===== src/shared/kbd_pkg.sv =====
/*
 * Constants and carrier types for the keyboard serial controller.
 * Assumes a 200 MHz core clock and a keyboard that drives the link clock.
 */
`default_nettype none
package kbd_pkg;
    localparam int CLK_PERIOD_NS = 5;
    localparam int FRAME_BITS = 11;
    localparam logic [3:0] LAST_BIT = 4'hA;
    localparam logic [3:0] PARITY_POS = 4'h9;
    // Time allowed for the keyboard to answer a sent byte, in microseconds.
    localparam int ACK_WAIT_US = 20000;
    localparam int ACK_WAIT_CYC = ACK_WAIT_US * 1000 / CLK_PERIOD_NS;
    localparam logic [7:0] SCAN_XOR = 8'h00;
    localparam logic [7:0] ACK_CODE = 8'hFA;

    typedef enum logic [1:0] {TX_IDLE, TX_SHIFT, TX_WAIT_ACK} tx_state_t;

    typedef struct packed {
        logic [7:0] data;
        logic par_err;
        logic full;
    } obuf_t;
endpackage
`default_nettype wire


===== src/rtl/kbd_ctrl.sv =====
/*
 * Keyboard serial controller: receives framed bytes from the keyboard,
 * checks parity, translates them into an output buffer, and sends host
 * bytes with odd parity once the previous one has been acknowledged or has timed out.
 * Assumes the keyboard drives the link clock, both pins are open drain
 * with board pull-ups, and the host side logic runs on CLK.
 */
// How it works
// - Receive keyboard serial characters and check each one's parity.
// - Translate the scan code and hold the result in the output buffer.
// - Raise an interrupt while the output buffer holds a byte.
// - Status flags let the host poll for an available byte.
// - A byte written by the host is sent to the keyboard.
// - Sent bytes go out serially with odd parity appended.
// - Next byte is taken only after the previous one was acknowledged or timed out.
// - The buffer-full interrupt paces receive handling only; sending is paced by TX_BUSY.
`timescale 1ns/1ps
`default_nettype none
module kbd_ctrl #(
    parameter int ACK_WAIT = kbd_pkg::ACK_WAIT_CYC
) (
    input wire logic CLK,
    input wire logic RSTN,
    input wire logic KCLK_IN,
    output logic KCLK_OUT,
    output logic KCLK_OE,
    input wire logic KDAT_IN,
    output logic KDAT_OUT,
    output logic KDAT_OE,
    input wire logic [7:0] TX_DATA,
    input wire logic TX_WRITE,
    output logic TX_BUSY,
    output logic TX_TIMEOUT,
    input wire logic RD_ACK,
    output logic [7:0] RX_DATA,
    output logic RX_FULL,
    output logic RX_PAR_ERR,
    output logic IRQ
);
    typedef struct packed {
        logic [1:0] kclk_s;
        logic [1:0] kdat_s;
        logic kclk_d;
        logic [3:0] rx_cnt;
        logic [10:0] rx_sh;
        logic xl_pend;
        logic xl_perr;
        logic xl_go;
        kbd_pkg::obuf_t obuf;
        kbd_pkg::tx_state_t tx_st;
        logic [3:0] tx_cnt;
        logic [10:0] tx_sh;
        logic [7:0] tx_hold;
        logic tx_pend;
        logic tx_to;
        logic [31:0] wait_cnt;
        logic kdat_oe;
        logic irq;
        logic busy;
        // Pin drive registers; the clock pair is never driven.
        logic kclk_out;
        logic kclk_oe;
        logic kdat_out;
    } state_t;

    state_t st_r;
    state_t st_nxt;
    logic [7:0] xl_data;
    logic fall;
    logic [7:0] rx_byte;

    // Odd parity bit for a byte: set when the byte has an even count of ones.
    function automatic logic odd_par(input logic [7:0] d);
        return ~(^d);
    endfunction

    // True on the last bit of an eleven bit frame, stop bit included.
    function automatic logic is_last(input logic [3:0] cnt);
        return cnt == kbd_pkg::LAST_BIT;
    endfunction

    // Eleven bit frame as it leaves the shifter, start bit first.
    function automatic logic [10:0] tx_frame(input logic [7:0] d);
        return {1'b1, odd_par(d), d, 1'b0};
    endfunction

    // Data plus parity with an even count of ones is a parity error.
    function automatic logic rx_par_bad(input logic [8:0] dp);
        return (^dp) == 1'b0;
    endfunction

    // The data byte sits between the start bit and the parity bit.
    assign rx_byte = st_r.rx_sh[8:1];

    // The table answers one cycle after the byte settles, hence xl_go.
    kbd_xlate u_xlate (
        .clk(CLK),
        .rstn(RSTN),
        .addr(rx_byte),
        .data(xl_data)
    );

    // Only the second synchroniser stage feeds the edge detector.
    assign fall = st_r.kclk_d & ~st_r.kclk_s[1];

    always_comb begin
        st_nxt = st_r;
        st_nxt.kclk_s = {st_r.kclk_s[0], KCLK_IN};
        st_nxt.kdat_s = {st_r.kdat_s[0], KDAT_IN};
        st_nxt.kclk_d = st_r.kclk_s[1];
        st_nxt.xl_go = 1'b0;
        // A receive frame only runs while the transmitter is not shifting.
        if (fall && st_r.tx_st != kbd_pkg::TX_SHIFT) begin
            st_nxt.rx_sh = {st_r.kdat_s[1], st_r.rx_sh[10:1]};
            // A high start bit is noise; the frame counter stays at zero.
            if (st_r.rx_cnt == 4'h0 && st_r.kdat_s[1]) begin
                st_nxt.rx_cnt = 4'h0;
            end else if (is_last(st_r.rx_cnt)) begin
                st_nxt.rx_cnt = 4'h0;
                st_nxt.xl_pend = 1'b1;
            end else begin
                st_nxt.rx_cnt = st_r.rx_cnt + 4'h1;
            end
        end
        if (st_r.xl_pend) begin
            st_nxt.xl_pend = 1'b0;
            st_nxt.xl_go = 1'b1;
            st_nxt.xl_perr = rx_par_bad(st_r.rx_sh[9:1]);
            // An acknowledge byte from the keyboard also lands in the buffer.
            if (st_r.tx_st == kbd_pkg::TX_WAIT_ACK
                    && rx_byte == kbd_pkg::ACK_CODE) begin
                st_nxt.tx_st = kbd_pkg::TX_IDLE;
            end
        end
        // A full buffer is not overwritten; the host must read it first.
        if (RD_ACK) begin
            st_nxt.obuf.full = 1'b0;
        end
        if (st_r.xl_go && !st_r.obuf.full) begin
            st_nxt.obuf.data = xl_data;
            st_nxt.obuf.par_err = st_r.xl_perr;
            st_nxt.obuf.full = 1'b1;
        end
        st_nxt.irq = st_nxt.obuf.full;
        // A write is only taken while nothing is pending, sending or
        // awaiting its acknowledge; later writes are ignored.
        if (TX_WRITE && !st_r.busy) begin
            st_nxt.tx_hold = TX_DATA;
            st_nxt.tx_pend = 1'b1;
        end
        case (st_r.tx_st)
            kbd_pkg::TX_IDLE: begin
                // Sending waits for the receiver to be between frames.
                if (st_r.tx_pend && st_r.rx_cnt == 4'h0) begin
                    st_nxt.tx_sh = tx_frame(st_r.tx_hold);
                    st_nxt.tx_pend = 1'b0;
                    st_nxt.tx_to = 1'b0;
                    st_nxt.tx_cnt = 4'h0;
                    st_nxt.kdat_oe = 1'b1;
                    st_nxt.tx_st = kbd_pkg::TX_SHIFT;
                end
            end
            kbd_pkg::TX_SHIFT: begin
                if (fall) begin
                    st_nxt.tx_sh = {1'b1, st_r.tx_sh[10:1]};
                    if (is_last(st_r.tx_cnt)) begin
                        st_nxt.kdat_oe = 1'b0;
                        st_nxt.wait_cnt = 32'h0;
                        st_nxt.tx_st = kbd_pkg::TX_WAIT_ACK;
                    end else begin
                        // A zero in the next position pulls the line low.
                        st_nxt.tx_cnt = st_r.tx_cnt + 4'h1;
                        st_nxt.kdat_oe = ~st_r.tx_sh[1];
                    end
                end
            end
            kbd_pkg::TX_WAIT_ACK: begin
                // Without a timeout a dead keyboard would block sending.
                st_nxt.wait_cnt = st_r.wait_cnt + 32'h1;
                if (st_r.wait_cnt == 32'(ACK_WAIT - 1)) begin
                    st_nxt.tx_to = 1'b1;
                    st_nxt.tx_st = kbd_pkg::TX_IDLE;
                end
            end
            default: begin
                st_nxt.tx_st = kbd_pkg::TX_IDLE;
            end
        endcase

        // Busy is kept as a register so the host sees a clean level.
        st_nxt.busy = st_nxt.tx_pend
            || st_nxt.tx_st != kbd_pkg::TX_IDLE;
    end

    always_ff @(posedge CLK or negedge RSTN) begin
        if (!RSTN) begin
            // Link lines idle high, so no false edge follows reset.
            st_r <= '0;
            st_r.kclk_s <= 2'h3;
            st_r.kdat_s <= 2'h3;
            st_r.kclk_d <= 1'b1;
            st_r.tx_st <= kbd_pkg::TX_IDLE;
        end else begin
            st_r <= st_nxt;
        end
    end

    // The clock pin is never driven: the keyboard owns the link clock,
    // so its drive registers stay at zero. Data is only pulled low;
    // ones are released to the pull-up.
    assign KDAT_OUT = st_r.kdat_out;
    assign KCLK_OUT = st_r.kclk_out;
    assign KCLK_OE = st_r.kclk_oe;
    assign KDAT_OE = st_r.kdat_oe;
    assign TX_BUSY = st_r.busy;
    assign TX_TIMEOUT = st_r.tx_to;
    assign RX_DATA = st_r.obuf.data;
    assign RX_FULL = st_r.obuf.full;
    assign RX_PAR_ERR = st_r.obuf.par_err;
    assign IRQ = st_r.irq;
endmodule // kbd_ctrl
`default_nettype wire


===== src/rtl/kbd_xlate.sv =====
/*
 * Scan code translation table held in a small registered memory.
 * Assumes the read address is stable for one cycle before data is used.
 */
`timescale 1ns/1ps
`default_nettype none
module kbd_xlate (
    input wire logic clk,
    input wire logic rstn,
    input wire logic [7:0] addr,
    output logic [7:0] data
);
    logic [7:0] mem [256];

    // Identity table with a neutral mask; a real map would be loaded here.
    always_comb begin
        for (int i = 0; i < 256; i++) begin
            mem[i] = 8'(i) ^ kbd_pkg::SCAN_XOR;
        end
    end

    always_ff @(posedge clk or negedge rstn) begin
        if (!rstn) begin
            data <= 8'h00;
        end else begin
            data <= mem[addr];
        end
    end
endmodule // kbd_xlate
`default_nettype wire


===== config.mk =====
export PLATFORM = sky130hd
export DESIGN_NAME = kbd_ctrl
export DESIGN_NICKNAME = d
export VERILOG_FILES = /design/src/shared/kbd_pkg.sv /design/src/rtl/kbd_ctrl.sv /design/src/rtl/kbd_xlate.sv
export SDC_FILE = /design/constraint.sdc
export NUM_CORES = 1
export LEC_CHECK = 0
export BUFFER_PORTS_ARGS = -buffer_cell sky130_fd_sc_hd__buf_2
export CAP_MARGIN = 5
export CORE_UTILIZATION = 45
export DETAILED_ROUTE_END_ITERATION = 7
export PLACE_DENSITY_LB_ADDON = 0.15
export SETUP_SLACK_MARGIN = 0.1
export SLEW_MARGIN = 20
export SYNTH_ARGS = -nofsm -noshare
export SYNTH_HDL_FRONTEND = slang
export SYNTH_SLANG_ARGS = --single-unit
export TNS_END_PERCENT = 20

===== constraint.sdc =====
create_clock -name CLK -period 1.9 [get_ports CLK]
set_input_delay 0.19 -clock CLK [delete_from_list [all_inputs] [get_ports CLK]]
set_output_delay 0.19 -clock CLK [all_outputs]
set_load 0.02 [all_outputs]

==> results of run 1 <==
cell families after synthesis:
kind of cell	count (synthesis)
muxes	45
AOI/OAI and AO/OA	57
buffers and inverters	34
adders and majority gates	10
xor gates and xnor gates	14
other	1
DFF	100
and+or+nand+nor	158
layout make-up:
cell class	count	share of cell area
clock buffer	10	0.0237
clock inverter	6	0.0130
inverter	9	0.00627
multi-input combinational	287	0.376
sequential	100	0.466
tap	133	0.0309
timing repair buffer	64	0.0836
metrics by stage:
step / power, mW / instance area [um^2] / hold WS (ps)
5_1_grt: 5.62 / 5390 / 25.5
3_3_place_gp: 3.89 / 5090 / 176
4_1_cts: 5.36 / 5330 / 29.4
3_5_place_dp: 3.95 / 5090 / 186
6_report: 5.27 / 5390 / 45.6
2_1_floorplan: 3.61 / 4690 / -106
routing by layer:
layer  vias up  share of wire  global-route usage
li1       1592              -                   -
met4         0          0.012              0.0520
met5         -              0                   0
met3        12          0.034              0.0451
met1      1623           0.48               0.241
met2        66           0.47               0.290
cells in the mapped netlist, types with 2 or more instances:
cell	n	area share
dfrtp_1	95	0.51
nand2_1	56	0.045
mux2_2	27	0.065
o21ai_0	21	0.022
mux2i_1	18	0.039
nand3_1	16	0.017
nor2_1	16	0.013
nand4_1	15	0.020
buf_4	12	0.019
clkbuf_1	11	0.0088
ha_1	10	0.027
xnor2_1	10	0.019
a22oi_1	9	0.014
inv_1	9	0.0072
nor4_1	9	0.012
nor3_1	8	0.0086
a21oi_1	7	0.0075
nor2b_1	7	0.0094
and3_1	5	0.0067
dfstp_2	5	0.028
o31ai_1	4	0.0064
xor2_1	4	0.0075
and4_1	3	0.0056
nand2b_1	3	0.0040
o211ai_1	3	0.0048
a21o_1	2	0.0032
a22o_1	2	0.0037
a31oi_1	2	0.0027
and2_1	2	0.0027
nand3b_1	2	0.0032
nand4_2	2	0.0053
nand4b_1	2	0.0037
nor3_2	2	0.0043
or3_1	2	0.0027
registers in the layout, summed over array words and instances (netlist names):
name / count
IRQ: 1
KDAT_OE: 1
RX_DATA: 8
RX_PAR_ERR: 1
TX_BUSY: 1
TX_TIMEOUT: 1
rx_byte: 8
st_nxt: 3
st_r: 68
u_xlate.data: 8
worst paths after layout:
check,end,slack (ps),cells past startpoint
setup / recovery,st_r[31],140,4
hold / removal,st_r[43],50,2
setup reg to reg,st_r[31],140,4
hold reg to reg,st_nxt[93],360,0
max in group asynchronous,st_r[34],850,3
min in group asynchronous,RX_DATA[3],340,2
cell usage in the layout, fill, tap and decap left out, types with 10 or more instances in the layout:
cell and count:
nor2_1 16, mux2i_1 18, nand3_1 16, buf_4 32, xnor2_1 10, buf_2 26, o21ai_0 21, nand4_1 15
ha_1 10, dfrtp_1 91, mux2_2 27, nand2_1 56
power breakdown:
group | leakage (nW) | switching (mW) | internal [mW] | total [mW]
clock network | 0.102 | 0.745 | 0.624 | 1.37
logic | 1.15 | 0.574 | 0.594 | 1.17
registers | 1.31 | 0.261 | 2.47 | 2.73
timing repair:
| item | in CTS | in global routing |
|---|---|---|
| resized for setup | 1 | 8 |
| hold endpoints to repair | 33 | 0 |
| setup endpoints to repair | 3 | 13 |
| pin swaps | 0 | 2 |
| setup buffers | 0 | 4 |
| hold buffers | 4 | 0 |
==> impl_metrics.tcl, run 1 <==
set metrics [dict create \
    dp_hpwl_um 6220 \
    ys_types 52 \
    startpoint "st_r[10]" \
    max_stage_delay_ps 610 \
    fmax_mhz 567 \
    route.antenna.remaining_nets 0 \
    crit_type "reg2reg" \
    min_from "TX_DATA[3]" \
    core-area_um2 9910 \
    fillers 892 \
    crit_path_end_kind "register" \
    die_y_um 104 \
    leakage_nw 2.56 \
    worstPathArrival_ps 2060 \
    place_congestion 0.796 \
    synthAdderAreaFrac 0.0267 \
    antenna_found_initial 0 \
    maxSlewViolCount 0 \
    vias 3293 \
    status "finished, final reports clean" \
    synthCells 419 \
    hp-class "in2reg" \
    fp.dieArea_um2 10800 \
    synth-simple-area-share 0.184 \
    path_buf_inv 0 \
    ctsLongestPathBuffers 2 \
    num_rows 36 \
    cts_tree "done" \
    setup_viol 0 \
    synth_compound_area_frac 0.0834 \
    drive_gt1_frac 0.269 \
    post-route-drc-count 0 \
    pre_cts_ws_ps 72.0 \
    final_hold_viol_count 0 \
    portBuffers 27 \
    dp_cells 585 \
    die_x_um 104 \
    fin_crit_ps 1760 \
    area_growth_pct 15.2 \
    drv_cap 0 \
    initial_core_util 0.472 \
    cts_sinks 100 \
    antenna_cells 0 \
    worstPathMaxFanout 10 \
    grt_pass1_wl_um 15800 \
    skew_ps 17.1 \
    synth_top_flop_cell "dfrtp_1" \
    drtIter0Drc 151 \
    critPathLaunchType "register" \
    vdd_drop_max_uv 659 \
    post_drt_wl_per_cell_um 14.6 \
    fin_nets 495 \
    grt_setup_unrepaired "true" \
    critPathRequiredTime_ps 2200 \
    timing.rr.start "st_r[10]" \
    grt_max_degree 41 \
    synth_xor_area_frac 0.0262 \
    htreeDepth 3 \
    synth_seq_cells 100 \
    fin_ws_ps 137 \
    grt_pass1_vias 3343 \
    grt_use_total 0.180 \
    crit_chain "nand4_2 > or4_4 > nor4_1 > mux2i_1" \
    ios 31 \
    root_buffer "clkbuf_8" \
    yosysWarnings 0 \
    finalCritPeriodShare 0.928 \
    dr.pass1.iters 4 \
    power.density_nw_per_um2 977 \
    via_per_inst 5.41 \
    drt-total-wl_um 8870 \
    synth_top_family_by_area "simple AND/OR/NAND/NOR gates" \
    synth_edf_count 0 \
    seqCellArea_um2 2510 \
    final_cells 609 \
    multi_input_area_um2 2030 \
    synthArstFlopShare 1.00 \
    yosysSeqAreaShare 0.536 \
    fin_tns_setup_ps 0 \
    syn_avg_cell_area_um2 11.2 \
    cts_made_buffers 9 \
    fin_util 0.544 \
    cp_top_family "simple AND/OR/NAND/NOR gates" \
    clkTransAtPathRegs_ps 100 \
    synthMuxAreaShare 0.103 \
    grt_remaining_overflow 0 \
    crit_slowest_cell "or4_4" \
    syn_area_um2 4680 \
    clkLatencyLatePin_ps 370 \
]
Power figures use the tool's default switching activity.
==> run 2: changes to the inputs <==
--- a/config.mk
+++ b/config.mk
@@ -7,7 +7,7 @@
 export LEC_CHECK = 0
 export BUFFER_PORTS_ARGS = -buffer_cell sky130_fd_sc_hd__buf_2
 export CAP_MARGIN = 5
-export CORE_UTILIZATION = 45
+export CORE_UTILIZATION = 35
 export DETAILED_ROUTE_END_ITERATION = 7
 export PLACE_DENSITY_LB_ADDON = 0.15
 export SETUP_SLACK_MARGIN = 0.1
==> run 2 against run 1 <==
Critical endpoint is now st_r[19]. Critical path type unchanged. Clock skew decreased by 9.4 ps. Combinational power decreased by 4%. Sequential share of layout area decreased by 1.4 points. Total power increased by 12%. Worst setup slack got worse by 3.4 ps. Critical path depth increased by 1. Non-clock buffer count decreased by 5. Clock-buffer cell count increased by 3. Register-to-register slack about the same. Sequential power about the same. Core utilization decreased by 11 points.
==> impl_metrics.tcl, run 2 (synthesis gave the netlist of run 1 again) <==
set metrics [dict create \
    status "finished, final reports clean" \
    grt_remaining_overflow 0 \
    fillers 1251 \
    grt_setup_unrepaired "true" \
    fmax_mhz 566 \
    crit_type "reg2reg" \
    min_path_cells 2 \
    cts_tree "done" \
    final_hold_viol_count 0 \
    cts_sinks 100 \
    antenna_found_initial 0 \
    layout_common_cells "92 x dfrtp_1, 56 x nand2_1, 27 x mux2_2, 26 x buf_2, 26 x buf_4" \
    dpl_cell_area_um2 5120 \
    root_buffer "clkbuf_16" \
    drv_cap 0 \
    cts_made_buffers 9 \
    area_growth_pct 18.6 \
    fin_crit_ps 1770 \
    dp_cells 621 \
    grt_pass1_vias 3220 \
    fin_util 0.433 \
    drive_gt1_frac 0.259 \
    vias 3246 \
    grt_max_degree 38 \
    holdWs_ps 68.6 \
    die_x_um 118 \
    initial_core_util 0.365 \
    vdd_drop_max_uv 741 \
    crit_chain "nand4_2 > or4_4 > buf_4 > o211ai_1 > o31ai_1" \
    crit_slowest_cell "or4_4" \
    cp_top_family "simple AND/OR/NAND/NOR gates" \
    largest_register_ffs 68 \
    drt-total-wl_um 9370 \
    route.antenna.remaining_nets 0 \
    htreeDepth 3 \
    ios 31 \
    hp-class "in2reg" \
    grt_pass1_wl_um 16200 \
    portBuffers 27 \
    worstPathArrival_ps 1990 \
    antenna_cells 0 \
    clkLatencyLatePin_ps 350 \
    crit_cells 5 \
    power.density_nw_per_um2 1060 \
    ctsLongestPathBuffers 2 \
    via_per_inst 5.05 \
    worstPathMaxFanout 8 \
    max_stage_delay_ps 630 \
    fin_tns_setup_ps 0 \
    setup_viol 0 \
    pre_cts_ws_ps 71.1 \
    crit_path_end_kind "register" \
    leakage_nw 2.60 \
    post_drt_wl_per_cell_um 14.6 \
    clkTransAtPathRegs_ps 70 \
    die_y_um 118 \
    drtIter0Drc 194 \
    total_power_mw 5.91 \
    num_rows 41 \
    path_buf_inv 1 \
    dp_hpwl_um 6450 \
    place_congestion 0.770 \
    layout_commonest_cell "dfrtp_1" \
    finalCritPeriodShare 0.930 \
    dr.pass1.iters 4 \
    maxSlewViolCount 0 \
    critPathRequiredTime_ps 2120 \
    final_cells 643 \
    stdcell_area_um2 5550 \
    fp.dieArea_um2 13800 \
    rr_worst_depth 5 \
    critPathLaunchType "register" \
    skew_ps 7.69 \
    grt_use_total 0.146 \
    fin_nets 490 \
    regMostFlops "st_r" \
    post-route-drc-count 0 \
    fin_ws_ps 134 \
    core-area_um2 12800 \
]
==> run 2: changes by cell type in the layout (fill, tap and decap cells not counted), moves of 3 or more <==
| cell | change |
|---|---|
| buf_4 | -6 |
| inv_6 | -3 |
| clkbuf_16 | +9 |
| clkbuf_8 | -6 |
==> run 2: final timing paths <==
check	endpoint	from	slack, ps
worst max-delay path	st_r[19]	st_r[10]	130
worst min-delay path	st_r[44]	TX_DATA[4]	70
worst max register to register	st_r[19]	st_r[10]	130
worst min register to register	st_nxt[93]	st_nxt[97]	360
max in group asynchronous	st_r[95]	RSTN	980
min in group asynchronous	st_r[60]	RSTN	320
==> run 2: report_power, final <==
part / leakage (nW) / internal [mW] / switching [mW]
sequential: 1.32 / 2.47 / 0.275
combinational: 1.12 / 0.585 / 0.534
clock: 0.162 / 1.26 / 0.781
==> run 2: cell type report <==
class,count,area [um^2],area share
flip-flops and latches,100,2510,0.453
well taps,172,215,0.0388
multi-input cells,287,2020,0.365
clock buffers,13,270,0.0487
clock inverters,3,67.6,0.0122
repair buffers,59,425,0.0767
inverters,9,33.8,0.00609
==> run 2: what timing repair did <==
item,CTS,global route
setup endpoints to repair,2,18
pin swaps,1,1
hold buffers,4,0
endpoints found under the hold margin,31,0
gates resized for setup,0,8
setup buffers,2,0
==> run 2: worst reg2reg max path: cells and delay by family (launching register included) <==
| kind | cells | cell delay (ps) |
|---|---|---|
| AO/OA/AOI/OAI | 2 | 240 |
| AND/OR/NAND/NOR | 2 | 790 |
| buffers and inverters | 1 | 190 |
| flip-flops | 1 | 430 |
==> run 2: layer usage <==
| metal | routed length (um) | vias up | track usage |
|---|---|---|---|
| met5 | 0 | - | 0 |
| met3 | 341 | 7 | 0.0286 |
| met2 | 4220 | 57 | 0.221 |
| met4 | 121 | 0 | 0.0681 |
| met1 | 4690 | 1596 | 0.200 |
| li1 | - | 1586 | - |
